File: config.mk
export PLATFORM = sky130hd
export DESIGN_NAME = lpmc_top
export DESIGN_NICKNAME = d
export VERILOG_FILES = /design/src/lpmc_pkg.sv /design/src/lpmc_top.sv
export SDC_FILE = /design/constraint.sdc
export NUM_CORES = 1
export LEC_CHECK = 0
export BUFFER_PORTS_ARGS = -buffer_cell sky130_fd_sc_hd__clkbuf_2
export CAP_MARGIN = 20
export CORE_AREA = 3 3 103 105
export CTS_BUF_LIST = sky130_fd_sc_hd__clkbuf_16
export DETAILED_ROUTE_END_ITERATION = 8
export DIE_AREA = 0 0 106 108
export HOLD_SLACK_MARGIN = 0.06
export PLACE_DENSITY = 0.63
export SETUP_SLACK_MARGIN = 0.4
export SLEW_MARGIN = 20
export SYNTH_ARGS = -nofsm -noshare
export SYNTH_HDL_FRONTEND = slang
export SYNTH_SLANG_ARGS = --single-unit
File: constraint.sdc
create_clock -name clk_in -period 1.6 [get_ports clk_in]
set_input_delay 0.32 -clock clk_in [delete_from_list [all_inputs] [get_ports clk_in]]
set_output_delay 0.32 -clock clk_in [all_outputs]
set_load 0.02 [all_outputs]
File: src/lpmc_pkg.sv
// Package for the low-power mode controller: register map, fields, timing
package lpmc_pkg;

	// Register byte offsets on the AXI4-Lite slave
	localparam logic [7:0] OFS_CTRL = 8'h00;
	localparam logic [7:0] OFS_STAT = 8'h04;
	localparam logic [7:0] OFS_WAKE = 8'h08;

	// Control register field positions
	localparam int CTRL_LPRUN_REQ = 0;
	localparam int CTRL_LPRUN_EXIT = 1;
	localparam int CTRL_VREF_OFF = 2;
	localparam int CTRL_FAST_WAKE = 3;
	localparam int CTRL_HALT_ACTIVE = 4;
	localparam int CTRL_LS_EXT = 5;

	// Reset values
	localparam logic [31:0] CTRL_RST = 32'h0000_0000;
	localparam logic [7:0] PERIPH_EN_RST = 8'hff;

	// Timing: clock and wakeup times
	localparam int CLK_HZ = 20_000_000;
	localparam int FAST_WAKE_NS = 5000;
	localparam int SLOW_WAKE_NS = 50000;
	localparam int FAST_WAKE_CYC = (FAST_WAKE_NS * (CLK_HZ / 1_000_000)) / 1000;
	localparam int SLOW_WAKE_CYC = (SLOW_WAKE_NS * (CLK_HZ / 1_000_000)) / 1000;
	localparam int WAKE_CNT_W = 11;

	// Controller modes
	typedef enum logic [2:0] {
		LPMC_RUN,
		LPMC_WAIT,
		LPMC_LPRUN,
		LPMC_LPWAIT,
		LPMC_ACT_HALT,
		LPMC_HALT,
		LPMC_WAKE
	} lpmc_mode_e;

	// Wakeup sources gathered together
	typedef struct packed {
		logic int_irq;
		logic ext_irq;
		logic periph_event;
		logic rtc_irq;
		logic halt_wake_periph;
	} lpmc_wake_s;

	// Clock and supply controls driven out
	typedef struct packed {
		logic cpu_clk_en;
		logic [7:0] periph_clk_en;
		logic rtc_clk_en;
		logic nvm_clk_en;
		logic sys_clk_low_speed;
		logic low_speed_ext_sel;
		logic low_power_regulator_mode;
		logic regulator_ulp;
		logic vref_en;
		logic brownout_monitor_en;
	} lpmc_pwr_s;

endpackage

File: src/lpmc_top.sv
// Low-power mode controller with AXI4-Lite register access
// Notes on behaviour
// - Wait stops CPU clock, selected peripherals run
// - Wait exits on interrupt or reset
// - Low-power run: CPU runs on slow clock
// - Low-power run stops flash, regulator ultra-low
// - Low-power run entry/exit by software, reset
// - Wait-for-event in low-power run enters low-power wait
// - Low-power wait equals low-power run, CPU stopped
// - Low-power wait wakes on event or reset
// - Event wake returns to low-power run
// - Active-halt keeps only RTC clock
// - Active-halt exits on RTC, external irq, reset
// - Halt stops clocks, stays powered, keeps RAM
// - Halt exits on external irq, wake peripherals
// - Reference voltage may switch off in halt
// - Fast wake skips reference settle, 5 us
// - Halt entry moves regulator to low-power
// - Reference off also disables brownout monitor
//
// The AXI4-Lite interface to the registers and the address map were decided locally.
`timescale 1ns/1ps
module lpmc_top (
	input wire logic clk_in,
	input wire logic rst_in,
	input wire logic wait_for_interrupt_instr_in,
	input wire logic wait_for_event_instr_in,
	input wire logic halt_instr_in,
	input wire lpmc_pkg::lpmc_wake_s wake_in,
	output lpmc_pkg::lpmc_pwr_s pwr_out,
	output logic [2:0] mode_out,
	input wire logic [7:0] s_axi_awaddr,
	input wire logic s_axi_awvalid,
	output logic s_axi_awready,
	input wire logic [31:0] s_axi_wdata,
	input wire logic [3:0] s_axi_wstrb,
	input wire logic s_axi_wvalid,
	output logic s_axi_wready,
	output logic [1:0] s_axi_bresp,
	output logic s_axi_bvalid,
	input wire logic s_axi_bready,
	input wire logic [7:0] s_axi_araddr,
	input wire logic s_axi_arvalid,
	output logic s_axi_arready,
	output logic [31:0] s_axi_rdata,
	output logic [1:0] s_axi_rresp,
	output logic s_axi_rvalid,
	input wire logic s_axi_rready
);

	lpmc_pkg::lpmc_mode_e mode_q, mode_d;
	lpmc_pkg::lpmc_pwr_s pwr_q, pwr_d;
	logic [31:0] ctrl_q;
	logic [7:0] periph_en_q;
	logic [lpmc_pkg::WAKE_CNT_W-1:0] wcnt_q, wcnt_d;
	logic lprun_req_q, lprun_exit_q;
	logic [4:0] wake_seen_q;

	// AXI write and read path state
	logic aw_have_q, w_have_q, bvalid_q;
	logic [7:0] awaddr_q;
	logic [31:0] wdata_q;
	logic [3:0] wstrb_q;
	logic arvalid_ok, rvalid_q;
	logic [31:0] rdata_q;
	logic [1:0] rresp_q, bresp_q;

	// Write channel handshakes and decode
	wire aw_hs = s_axi_awvalid && s_axi_awready;
	wire w_hs = s_axi_wvalid && s_axi_wready;
	wire do_write = aw_have_q && w_have_q && !bvalid_q;
	wire wr_ctrl = do_write && (awaddr_q == lpmc_pkg::OFS_CTRL);
	wire wr_wake = do_write && (awaddr_q == lpmc_pkg::OFS_WAKE);
	wire wr_ok = wr_ctrl || wr_wake;
	assign s_axi_awready = !aw_have_q && !bvalid_q;
	assign s_axi_wready = !w_have_q && !bvalid_q;
	assign s_axi_bvalid = bvalid_q;
	assign s_axi_bresp = bresp_q;

	// Read channel decode
	wire ar_hs = s_axi_arvalid && s_axi_arready;
	assign s_axi_arready = !rvalid_q;
	assign s_axi_rvalid = rvalid_q;
	assign s_axi_rdata = rdata_q;
	assign s_axi_rresp = rresp_q;
	assign arvalid_ok = (s_axi_araddr == lpmc_pkg::OFS_CTRL) ||
		(s_axi_araddr == lpmc_pkg::OFS_STAT) ||
		(s_axi_araddr == lpmc_pkg::OFS_WAKE);
	wire [31:0] stat_word = {21'h0, wake_seen_q, pwr_q.vref_en,
		pwr_q.low_power_regulator_mode, mode_q == lpmc_pkg::LPMC_WAKE,
		mode_q};
	wire [31:0] rd_mux = (s_axi_araddr == lpmc_pkg::OFS_CTRL) ? ctrl_q :
		(s_axi_araddr == lpmc_pkg::OFS_STAT) ? stat_word :
		(s_axi_araddr == lpmc_pkg::OFS_WAKE) ? {24'h0, periph_en_q} :
		32'h0000_0000;

	// Byte-lane merge for control writes
	wire [31:0] wmask = {{8{wstrb_q[3]}}, {8{wstrb_q[2]}},
		{8{wstrb_q[1]}}, {8{wstrb_q[0]}}};
	wire [31:0] ctrl_wr = (ctrl_q & ~wmask) | (wdata_q & wmask);

	// Control bits picked out
	wire vref_off_sel = ctrl_q[lpmc_pkg::CTRL_VREF_OFF];
	wire fast_wake = ctrl_q[lpmc_pkg::CTRL_FAST_WAKE];
	wire halt_active = ctrl_q[lpmc_pkg::CTRL_HALT_ACTIVE];
	wire ls_ext = ctrl_q[lpmc_pkg::CTRL_LS_EXT];
	wire [4:0] wake_vec = wake_in;

	// AXI write address/data capture and response
	always_ff @(posedge clk_in) begin
		if (rst_in) begin
			aw_have_q <= 1'b0;
			w_have_q <= 1'b0;
			bvalid_q <= 1'b0;
			bresp_q <= 2'b00;
			awaddr_q <= 8'h00;
			wdata_q <= 32'h0000_0000;
			wstrb_q <= 4'h0;
		end else begin
			if (aw_hs) begin
				aw_have_q <= 1'b1;
				awaddr_q <= s_axi_awaddr;
			end
			if (w_hs) begin
				w_have_q <= 1'b1;
				wdata_q <= s_axi_wdata;
				wstrb_q <= s_axi_wstrb;
			end
			if (do_write) begin
				aw_have_q <= 1'b0;
				w_have_q <= 1'b0;
				bvalid_q <= 1'b1;
				bresp_q <= wr_ok ? 2'b00 : 2'b10;
			end else if (bvalid_q && s_axi_bready) begin
				bvalid_q <= 1'b0;
			end
		end
	end

	// AXI read response
	always_ff @(posedge clk_in) begin
		if (rst_in) begin
			rvalid_q <= 1'b0;
			rdata_q <= 32'h0000_0000;
			rresp_q <= 2'b00;
		end else if (ar_hs) begin
			rvalid_q <= 1'b1;
			rdata_q <= rd_mux;
			rresp_q <= arvalid_ok ? 2'b00 : 2'b10;
		end else if (rvalid_q && s_axi_rready) begin
			rvalid_q <= 1'b0;
		end
	end

	// Configuration registers; request bits pulse for one cycle after the write and are not stored
	always_ff @(posedge clk_in) begin
		if (rst_in) begin
			ctrl_q <= lpmc_pkg::CTRL_RST;
			periph_en_q <= lpmc_pkg::PERIPH_EN_RST;
			lprun_req_q <= 1'b0;
			lprun_exit_q <= 1'b0;
		end else begin
			if (wr_ctrl) begin
				ctrl_q <= ctrl_wr & 32'h0000_003c;
			end
			if (wr_wake) begin
				periph_en_q <= wdata_q[7:0];
			end
			lprun_req_q <= wr_ctrl && ctrl_wr[lpmc_pkg::CTRL_LPRUN_REQ];
			lprun_exit_q <= wr_ctrl && ctrl_wr[lpmc_pkg::CTRL_LPRUN_EXIT];
		end
	end

	// Sticky record of which wakeup line ended the last low-power mode
	always_ff @(posedge clk_in) begin
		if (rst_in) begin
			wake_seen_q <= 5'h00;
		end else if (mode_q != mode_d && mode_q != lpmc_pkg::LPMC_RUN &&
			mode_q != lpmc_pkg::LPMC_LPRUN && mode_q != lpmc_pkg::LPMC_WAKE) begin
			wake_seen_q <= wake_vec;
		end
	end

	// Mode sequencing
	always_comb begin
		mode_d = mode_q;
		wcnt_d = wcnt_q;
		case (mode_q)
			lpmc_pkg::LPMC_RUN: begin
				if (lprun_req_q) begin
					mode_d = lpmc_pkg::LPMC_LPRUN;
				end else if (wait_for_interrupt_instr_in ||
					wait_for_event_instr_in) begin
					mode_d = lpmc_pkg::LPMC_WAIT;
				end else if (halt_instr_in) begin
					mode_d = halt_active ? lpmc_pkg::LPMC_ACT_HALT :
						lpmc_pkg::LPMC_HALT;
				end
			end
			lpmc_pkg::LPMC_WAIT: begin
				if (wake_in.int_irq || wake_in.ext_irq) begin
					mode_d = lpmc_pkg::LPMC_RUN;
				end
			end
			lpmc_pkg::LPMC_LPRUN: begin
				if (lprun_exit_q) begin
					mode_d = lpmc_pkg::LPMC_RUN;
				end else if (wait_for_event_instr_in) begin
					mode_d = lpmc_pkg::LPMC_LPWAIT;
				end
			end
			// Event wakes back to low-power run
			lpmc_pkg::LPMC_LPWAIT: begin
				if (wake_in.periph_event) begin
					mode_d = lpmc_pkg::LPMC_LPRUN;
				end
			end
			lpmc_pkg::LPMC_ACT_HALT: begin
				if (wake_in.rtc_irq || wake_in.ext_irq) begin
					mode_d = lpmc_pkg::LPMC_WAKE;
					wcnt_d = '0;
				end
			end
			lpmc_pkg::LPMC_HALT: begin
				if (wake_in.ext_irq || wake_in.halt_wake_periph) begin
					mode_d = lpmc_pkg::LPMC_WAKE;
					wcnt_d = '0;
				end
			end
			// Settle time, shortened by fast wake
			lpmc_pkg::LPMC_WAKE: begin
				wcnt_d = wcnt_q + 1'b1;
				if ((fast_wake && wcnt_q ==
					lpmc_pkg::WAKE_CNT_W'(lpmc_pkg::FAST_WAKE_CYC - 1)) ||
					wcnt_q ==
					lpmc_pkg::WAKE_CNT_W'(lpmc_pkg::SLOW_WAKE_CYC - 1)) begin
					mode_d = lpmc_pkg::LPMC_RUN;
				end
			end
			default: mode_d = lpmc_pkg::LPMC_RUN;
		endcase
	end

	// Clock and supply outputs per mode
	always_comb begin
		pwr_d.cpu_clk_en = 1'b1;
		pwr_d.periph_clk_en = 8'hff;
		pwr_d.rtc_clk_en = 1'b1;
		pwr_d.nvm_clk_en = 1'b1;
		pwr_d.sys_clk_low_speed = 1'b0;
		pwr_d.low_speed_ext_sel = ls_ext;
		pwr_d.low_power_regulator_mode = 1'b0;
		pwr_d.regulator_ulp = 1'b0;
		pwr_d.vref_en = 1'b1;
		pwr_d.brownout_monitor_en = 1'b1;
		case (mode_d)
			lpmc_pkg::LPMC_WAIT: begin
				pwr_d.cpu_clk_en = 1'b0;
				pwr_d.periph_clk_en = periph_en_q;
			end
			// Slow clock, flash off, ULP regulator
			lpmc_pkg::LPMC_LPRUN, lpmc_pkg::LPMC_LPWAIT: begin
				pwr_d.cpu_clk_en = mode_d == lpmc_pkg::LPMC_LPRUN;
				pwr_d.periph_clk_en = periph_en_q;
				pwr_d.nvm_clk_en = 1'b0;
				pwr_d.sys_clk_low_speed = 1'b1;
				pwr_d.low_power_regulator_mode = 1'b1;
				pwr_d.regulator_ulp = 1'b1;
			end
			lpmc_pkg::LPMC_ACT_HALT, lpmc_pkg::LPMC_HALT: begin
				pwr_d.cpu_clk_en = 1'b0;
				pwr_d.periph_clk_en = 8'h00;
				pwr_d.nvm_clk_en = 1'b0;
				pwr_d.rtc_clk_en = mode_d == lpmc_pkg::LPMC_ACT_HALT;
				pwr_d.low_power_regulator_mode = 1'b1;
				pwr_d.vref_en = !(vref_off_sel &&
					mode_d == lpmc_pkg::LPMC_HALT);
				pwr_d.brownout_monitor_en = pwr_d.vref_en;
			end
			lpmc_pkg::LPMC_WAKE: begin
				pwr_d.cpu_clk_en = 1'b0;
				pwr_d.periph_clk_en = 8'h00;
				pwr_d.nvm_clk_en = 1'b0;
			end
			default: begin
			end
		endcase
	end

	// Reset returns to run with clocks on
	always_ff @(posedge clk_in) begin
		if (rst_in) begin
			mode_q <= lpmc_pkg::LPMC_RUN;
			wcnt_q <= '0;
			pwr_q <= '{cpu_clk_en: 1'b1, periph_clk_en: 8'hff,
				rtc_clk_en: 1'b1, nvm_clk_en: 1'b1, sys_clk_low_speed: 1'b0,
				low_speed_ext_sel: 1'b0, low_power_regulator_mode: 1'b0,
				regulator_ulp: 1'b0, vref_en: 1'b1, brownout_monitor_en: 1'b1};
		end else begin
			mode_q <= mode_d;
			wcnt_q <= wcnt_d;
			pwr_q <= pwr_d;
		end
	end

	assign pwr_out = pwr_q;
	assign mode_out = mode_q;

endmodule

==> results <==
- In the final routed layout, each cell accounts on average for 14.6 µm.
- In this run the number of H-tree levels came out at 3.
- The data arrival time of the critical path is 1950 ps.
- The count of final max-slew check failures came to 0.
- The die footprint is 11,400 µm².
- The routed via count divided by cell count is 5.01.
- Global routing finished with a remaining overflow of 0.
- The congestion estimate from routability-driven global placement came to 0.794.
- Power spread over the standard cell area amounts to 977 nW/µm².
- The iteration count of the initial detailed-routing pass is 4.
- The final-layout worst hold slack is 172 ps.
- The clock drives 82 sinks.
- The tightest min-delay check is of the primary input to register type.
- The final count of hold timing violations is 0.
- The path with the worst hold slack has its endpoint at s_axi_rvalid.
- In the final layout, the share of cells above drive strength 1 is 46.4%.
- By count the netlist is led by 82 x sky130_fd_sc_hd__dfxtp_1, 55 x sky130_fd_sc_hd__nand2_1, 37 x sky130_fd_sc_hd__nor2_1, 31 x sky130_fd_sc_hd__buf_4, 28 x sky130_fd_sc_hd__a21oi_1.
- The logic depth of the worst register-to-register path is 8.
- The number of clock buffers added by TritonCTS is 9.
- IR analysis of the VDD net gives a maximum drop of 0.000477 V.
- For this block, the initial DRC count from the detailed router was 147.
- The post-synthesis sequential area ratio is 43.8%.
- Entering global routing, the biggest net connects 19 pins.
- The sum of negative setup slack is -1790 ps.
- After layout, the worst setup slack is -120 ps.
- The via count of the first global-routing pass is 3,489.
- In the global route stage, overall resource usage came out at 17.6%.
- Setup repair after global routing could not meet its margin everywhere.
- The maximum operating frequency is 0.581 GHz.
- The initial utilization of the core area, before any placement, comes to 38.5%.
- The number of synthesized flops with an enable pin is 0.
- The area growth from synthesis to final layout is 47.9%.
- The final-report setup violation count is 24.
- The total power is 0.00542 W.
- The clock reaches the later pin of the worst-skew pair after 330 ps.
- For this run, design rule violations remaining after detail routing come to 0.
- The category of the critical setup timing path is register to register.
- Counting instances, the worst hold path has a depth of 2.
- The sort of element at the end of the critical path is a register.
- The worst path in the final design needs a cycle of 1720 ps, including I/O delays and setup.
- TritonCTS built the clock tree.
- The CTS clock-pin slew for the worst setup and hold paths is 70 ps.
- The instance count on the critical path is 8.
- The count of cell types in the netlist is 60.
- The number of top-level design ports is 128.
- The flow ran to the end, but the final reports show violations.
- In this run, placement finished with an instance count of 663.
- The setup clock skew after layout is 8.41 ps.
- The number of rows in the core area is 36.
- The cell type contributing the most total cell area after synthesis is sky130_fd_sc_hd__dfxtp_1.
- The worst path uses 107% of the clock period.
- The checks that failed: negative setup slack.
- Counting flops and latches in the post-synthesis netlist gives 82.
- The area of the mapped netlist is 3750 µm².
- After filler insertion, the fill cell instance count of the layout stands at 827.
- The cell sitting at the root of the clock tree is a sky130_fd_sc_hd__clkbuf_16.
- The startpoint of the tightest hold check path is s_axi_rready.
- The kind of start point of the critical path is a register.
- In the synthesized netlist, the number of instances is 424.
- The vertical die dimension is 108 µm.
- The worst reg2reg path startpoint is wcnt_q[1].
- The number of antenna diodes is 0.
- The most common cell in the synthesized netlist is sky130_fd_sc_hd__dfxtp_1.
- The buffers plus inverters on the worst setup path is 1.
- The count of vias placed by the detailed router is 3,534.
- Traced cell by cell, the critical path runs through ha_4 -> nor2b_4 -> a32o_2 -> a21boi_2 -> nor2_2 -> a21boi_2 -> buf_6 -> a21o_1.
- The async set or reset register ratio after synthesis is 0%.
- Timing analysis after detailed placement gives a worst setup slack of -270 ps.
- The largest single stage delay on the critical path is 360 ps.
- The flip-flop cell with the highest count after synthesis is sky130_fd_sc_hd__dfxtp_1.
- Among the stages of the critical path, the cell type that occurs most often is sky130_fd_sc_hd__a21boi_2.
- Excluding fillers, the count of instances in the completed layout stands at 706.
- The number of synthesis warnings is 0.
- The count of nets left with antenna violations once routing finished came out at 0.
- The count of nets after finishing is 637.
- The number of antenna violations at the first check in global routing was 0.
- The worst flop-to-flop path endpoint is pwr_out[14].
- The critical-path cell with the highest stage delay is sky130_fd_sc_hd__dfxtp_4.
- The die boundary width is 106 µm.
- STA puts the critical path data required time at 1830 ps.
- Among cell families on the critical path, the largest total delay comes from compound AO/OA/AOI/OAI gates.
- By area the synthesized netlist is led by sky130_fd_sc_hd__dfxtp_1 44%, sky130_fd_sc_hd__buf_4 6.2%, sky130_fd_sc_hd__nand2_1 5.5%.
- The first-pass GRT wire length is 16,300 µm.
- The hold-fix buffer count after cts is 0.
- A synthesized cell averages 8.84 µm².
- The clock passes through at most 2 buffers.
- In this run the tool buffered the top-level ports with 77 buffer cells.
- The number of max-cap violations is 0.
- The final wirelength is 10,300 µm.
- Of all nets on the critical path, the largest fanout is 8.
- The analysis attributes to cell leakage a power of 2.48 nW.
- After synthesis, the largest area contributor takes up 43.8% of total cell area.
- Detailed placement ended at an HPWL of 6960 µm.
- The flop-to-flop setup slack is -120 ps.
- After floorplanning, the core was sized to cover 9730 µm².
## layout by cell type, fill, tap and decap left out, drive strengths merged, types with 3 or more instances in the layout
master and n:
buf 96, dfxtp 82, clkbuf 73, nand2 56, nor2 39, a21oi 29
conb 23, nor2b 12, inv 11, and3 10, a22oi 10, nor3 10
a21o 9, o21ai 9, a211o 8, mux2i 8, and2 7, nand3 7
nand3b 6, a2bb2oi 5, o211ai 5, nor4 5, or3 5, xnor2 4
nand2b 4, o21a 3, a32o 3, a211oi 3, clkinv 3
## through the flow
step | util, % | area (µm²)
5_1_grt | 57.0 | 5550
6_report | 57.0 | 5550
3_5_place_dp | 47.3 | 4600
3_3_place_gp | 47.3 | 4600
4_1_cts | 55.2 | 5370
2_1_floorplan | - | 3970
## worst reg2reg max path, cell delays in order, from the launching register on
cell,delay (ps)
sky130_fd_sc_hd__dfxtp_4,360
sky130_fd_sc_hd__ha_4,160
sky130_fd_sc_hd__nor2b_4,110
sky130_fd_sc_hd__a32o_2,240
sky130_fd_sc_hd__a21boi_2,210
sky130_fd_sc_hd__nor2_2,90
sky130_fd_sc_hd__a21boi_2,170
sky130_fd_sc_hd__buf_6,140
sky130_fd_sc_hd__a21o_1,150
## routing by layer
| metal | GRT usage [%] | vias up | wire length [µm] |
|---|---|---|---|
| li1 | - | 1734 | - |
| met1 | 23.2 | 1694 | 4560 |
| met2 | 29.4 | 95 | 5130 |
| met3 | 3.16 | 11 | 494 |
| met4 | 5.92 | 0 | 125 |
| met5 | 0 | - | 0 |
## sequential cells by signal (all words and copies together), names as in the netlist, named ones only
register,flops
aw_have_q,1
awaddr_q,8
lprun_exit_q,1
lprun_req_q,1
mode_out,3
periph_en_q,8
pwr_out,15
s_axi_bresp,1
s_axi_bvalid,1
s_axi_rdata,11
s_axi_rresp,1
s_axi_rvalid,1
w_have_q,1
wake_seen_q,5
wcnt_q,11
wdata_q,8
wstrb_q,1
## cells by family after synthesis
| group | Yosys count | share of synthesized area (%) |
|---|---|---|
| xor+xnor | 6 | 1.40 |
| mux | 9 | 2.44 |
| other cells | 1 | 0.100 |
| compound gates | 99 | 19.3 |
| buf+inv | 57 | 9.48 |
| fa+ha+maj | 2 | 0.667 |
| flops | 82 | 43.8 |
| simple gates | 168 | 22.8 |
## how the worst max path moves through the flow
| stage | start | end | slack, ps |
|---|---|---|---|
| 6_report | wcnt_q[1] | pwr_out[14] | -120 |
| 5_1_grt | mode_out[1] | pwr_out[16] | -190 |
| 4_1_cts | wcnt_q[1] | pwr_out[12] | -80 |
| 3_5_place_dp | mode_out[1] | wake_seen_q[2] | -270 |
| 3_3_place_gp | mode_out[1] | wake_seen_q[2] | -230 |
| 2_1_floorplan | mode_out[1] | pwr_out[10] | -100 |
## area by class of cell
| class | instances | area, µm² | area share (%) |
|---|---|---|---|
| Multi-Input combinational cell | 308 | 2220 | 40.0 |
| Clock inverter | 7 | 52.6 | 0.948 |
| Timing Repair Buffer | 160 | 1180 | 21.3 |
| Sequential cell | 82 | 1670 | 30.2 |
| Inverter | 7 | 26.3 | 0.474 |
| Tap cell | 133 | 166 | 3.00 |
| Clock buffer | 9 | 225 | 4.06 |
## repair_timing
item                                    CTS  global route
resized for setup                        88            43
cloned                                    1             0
endpoints found under the setup margin   61            85
buffers inserted                         19             7
pin swaps                                40            22
endpoints found under the hold margin     0             0
## where the power goes
part / switching, W / internal [W]
sequential: 0.0000814 / 0.00217
clock: 0.000876 / 0.00107
combinational: 0.000654 / 0.000570
total: 0.00161 / 0.00380
Power figures use the tool's default switching activity.
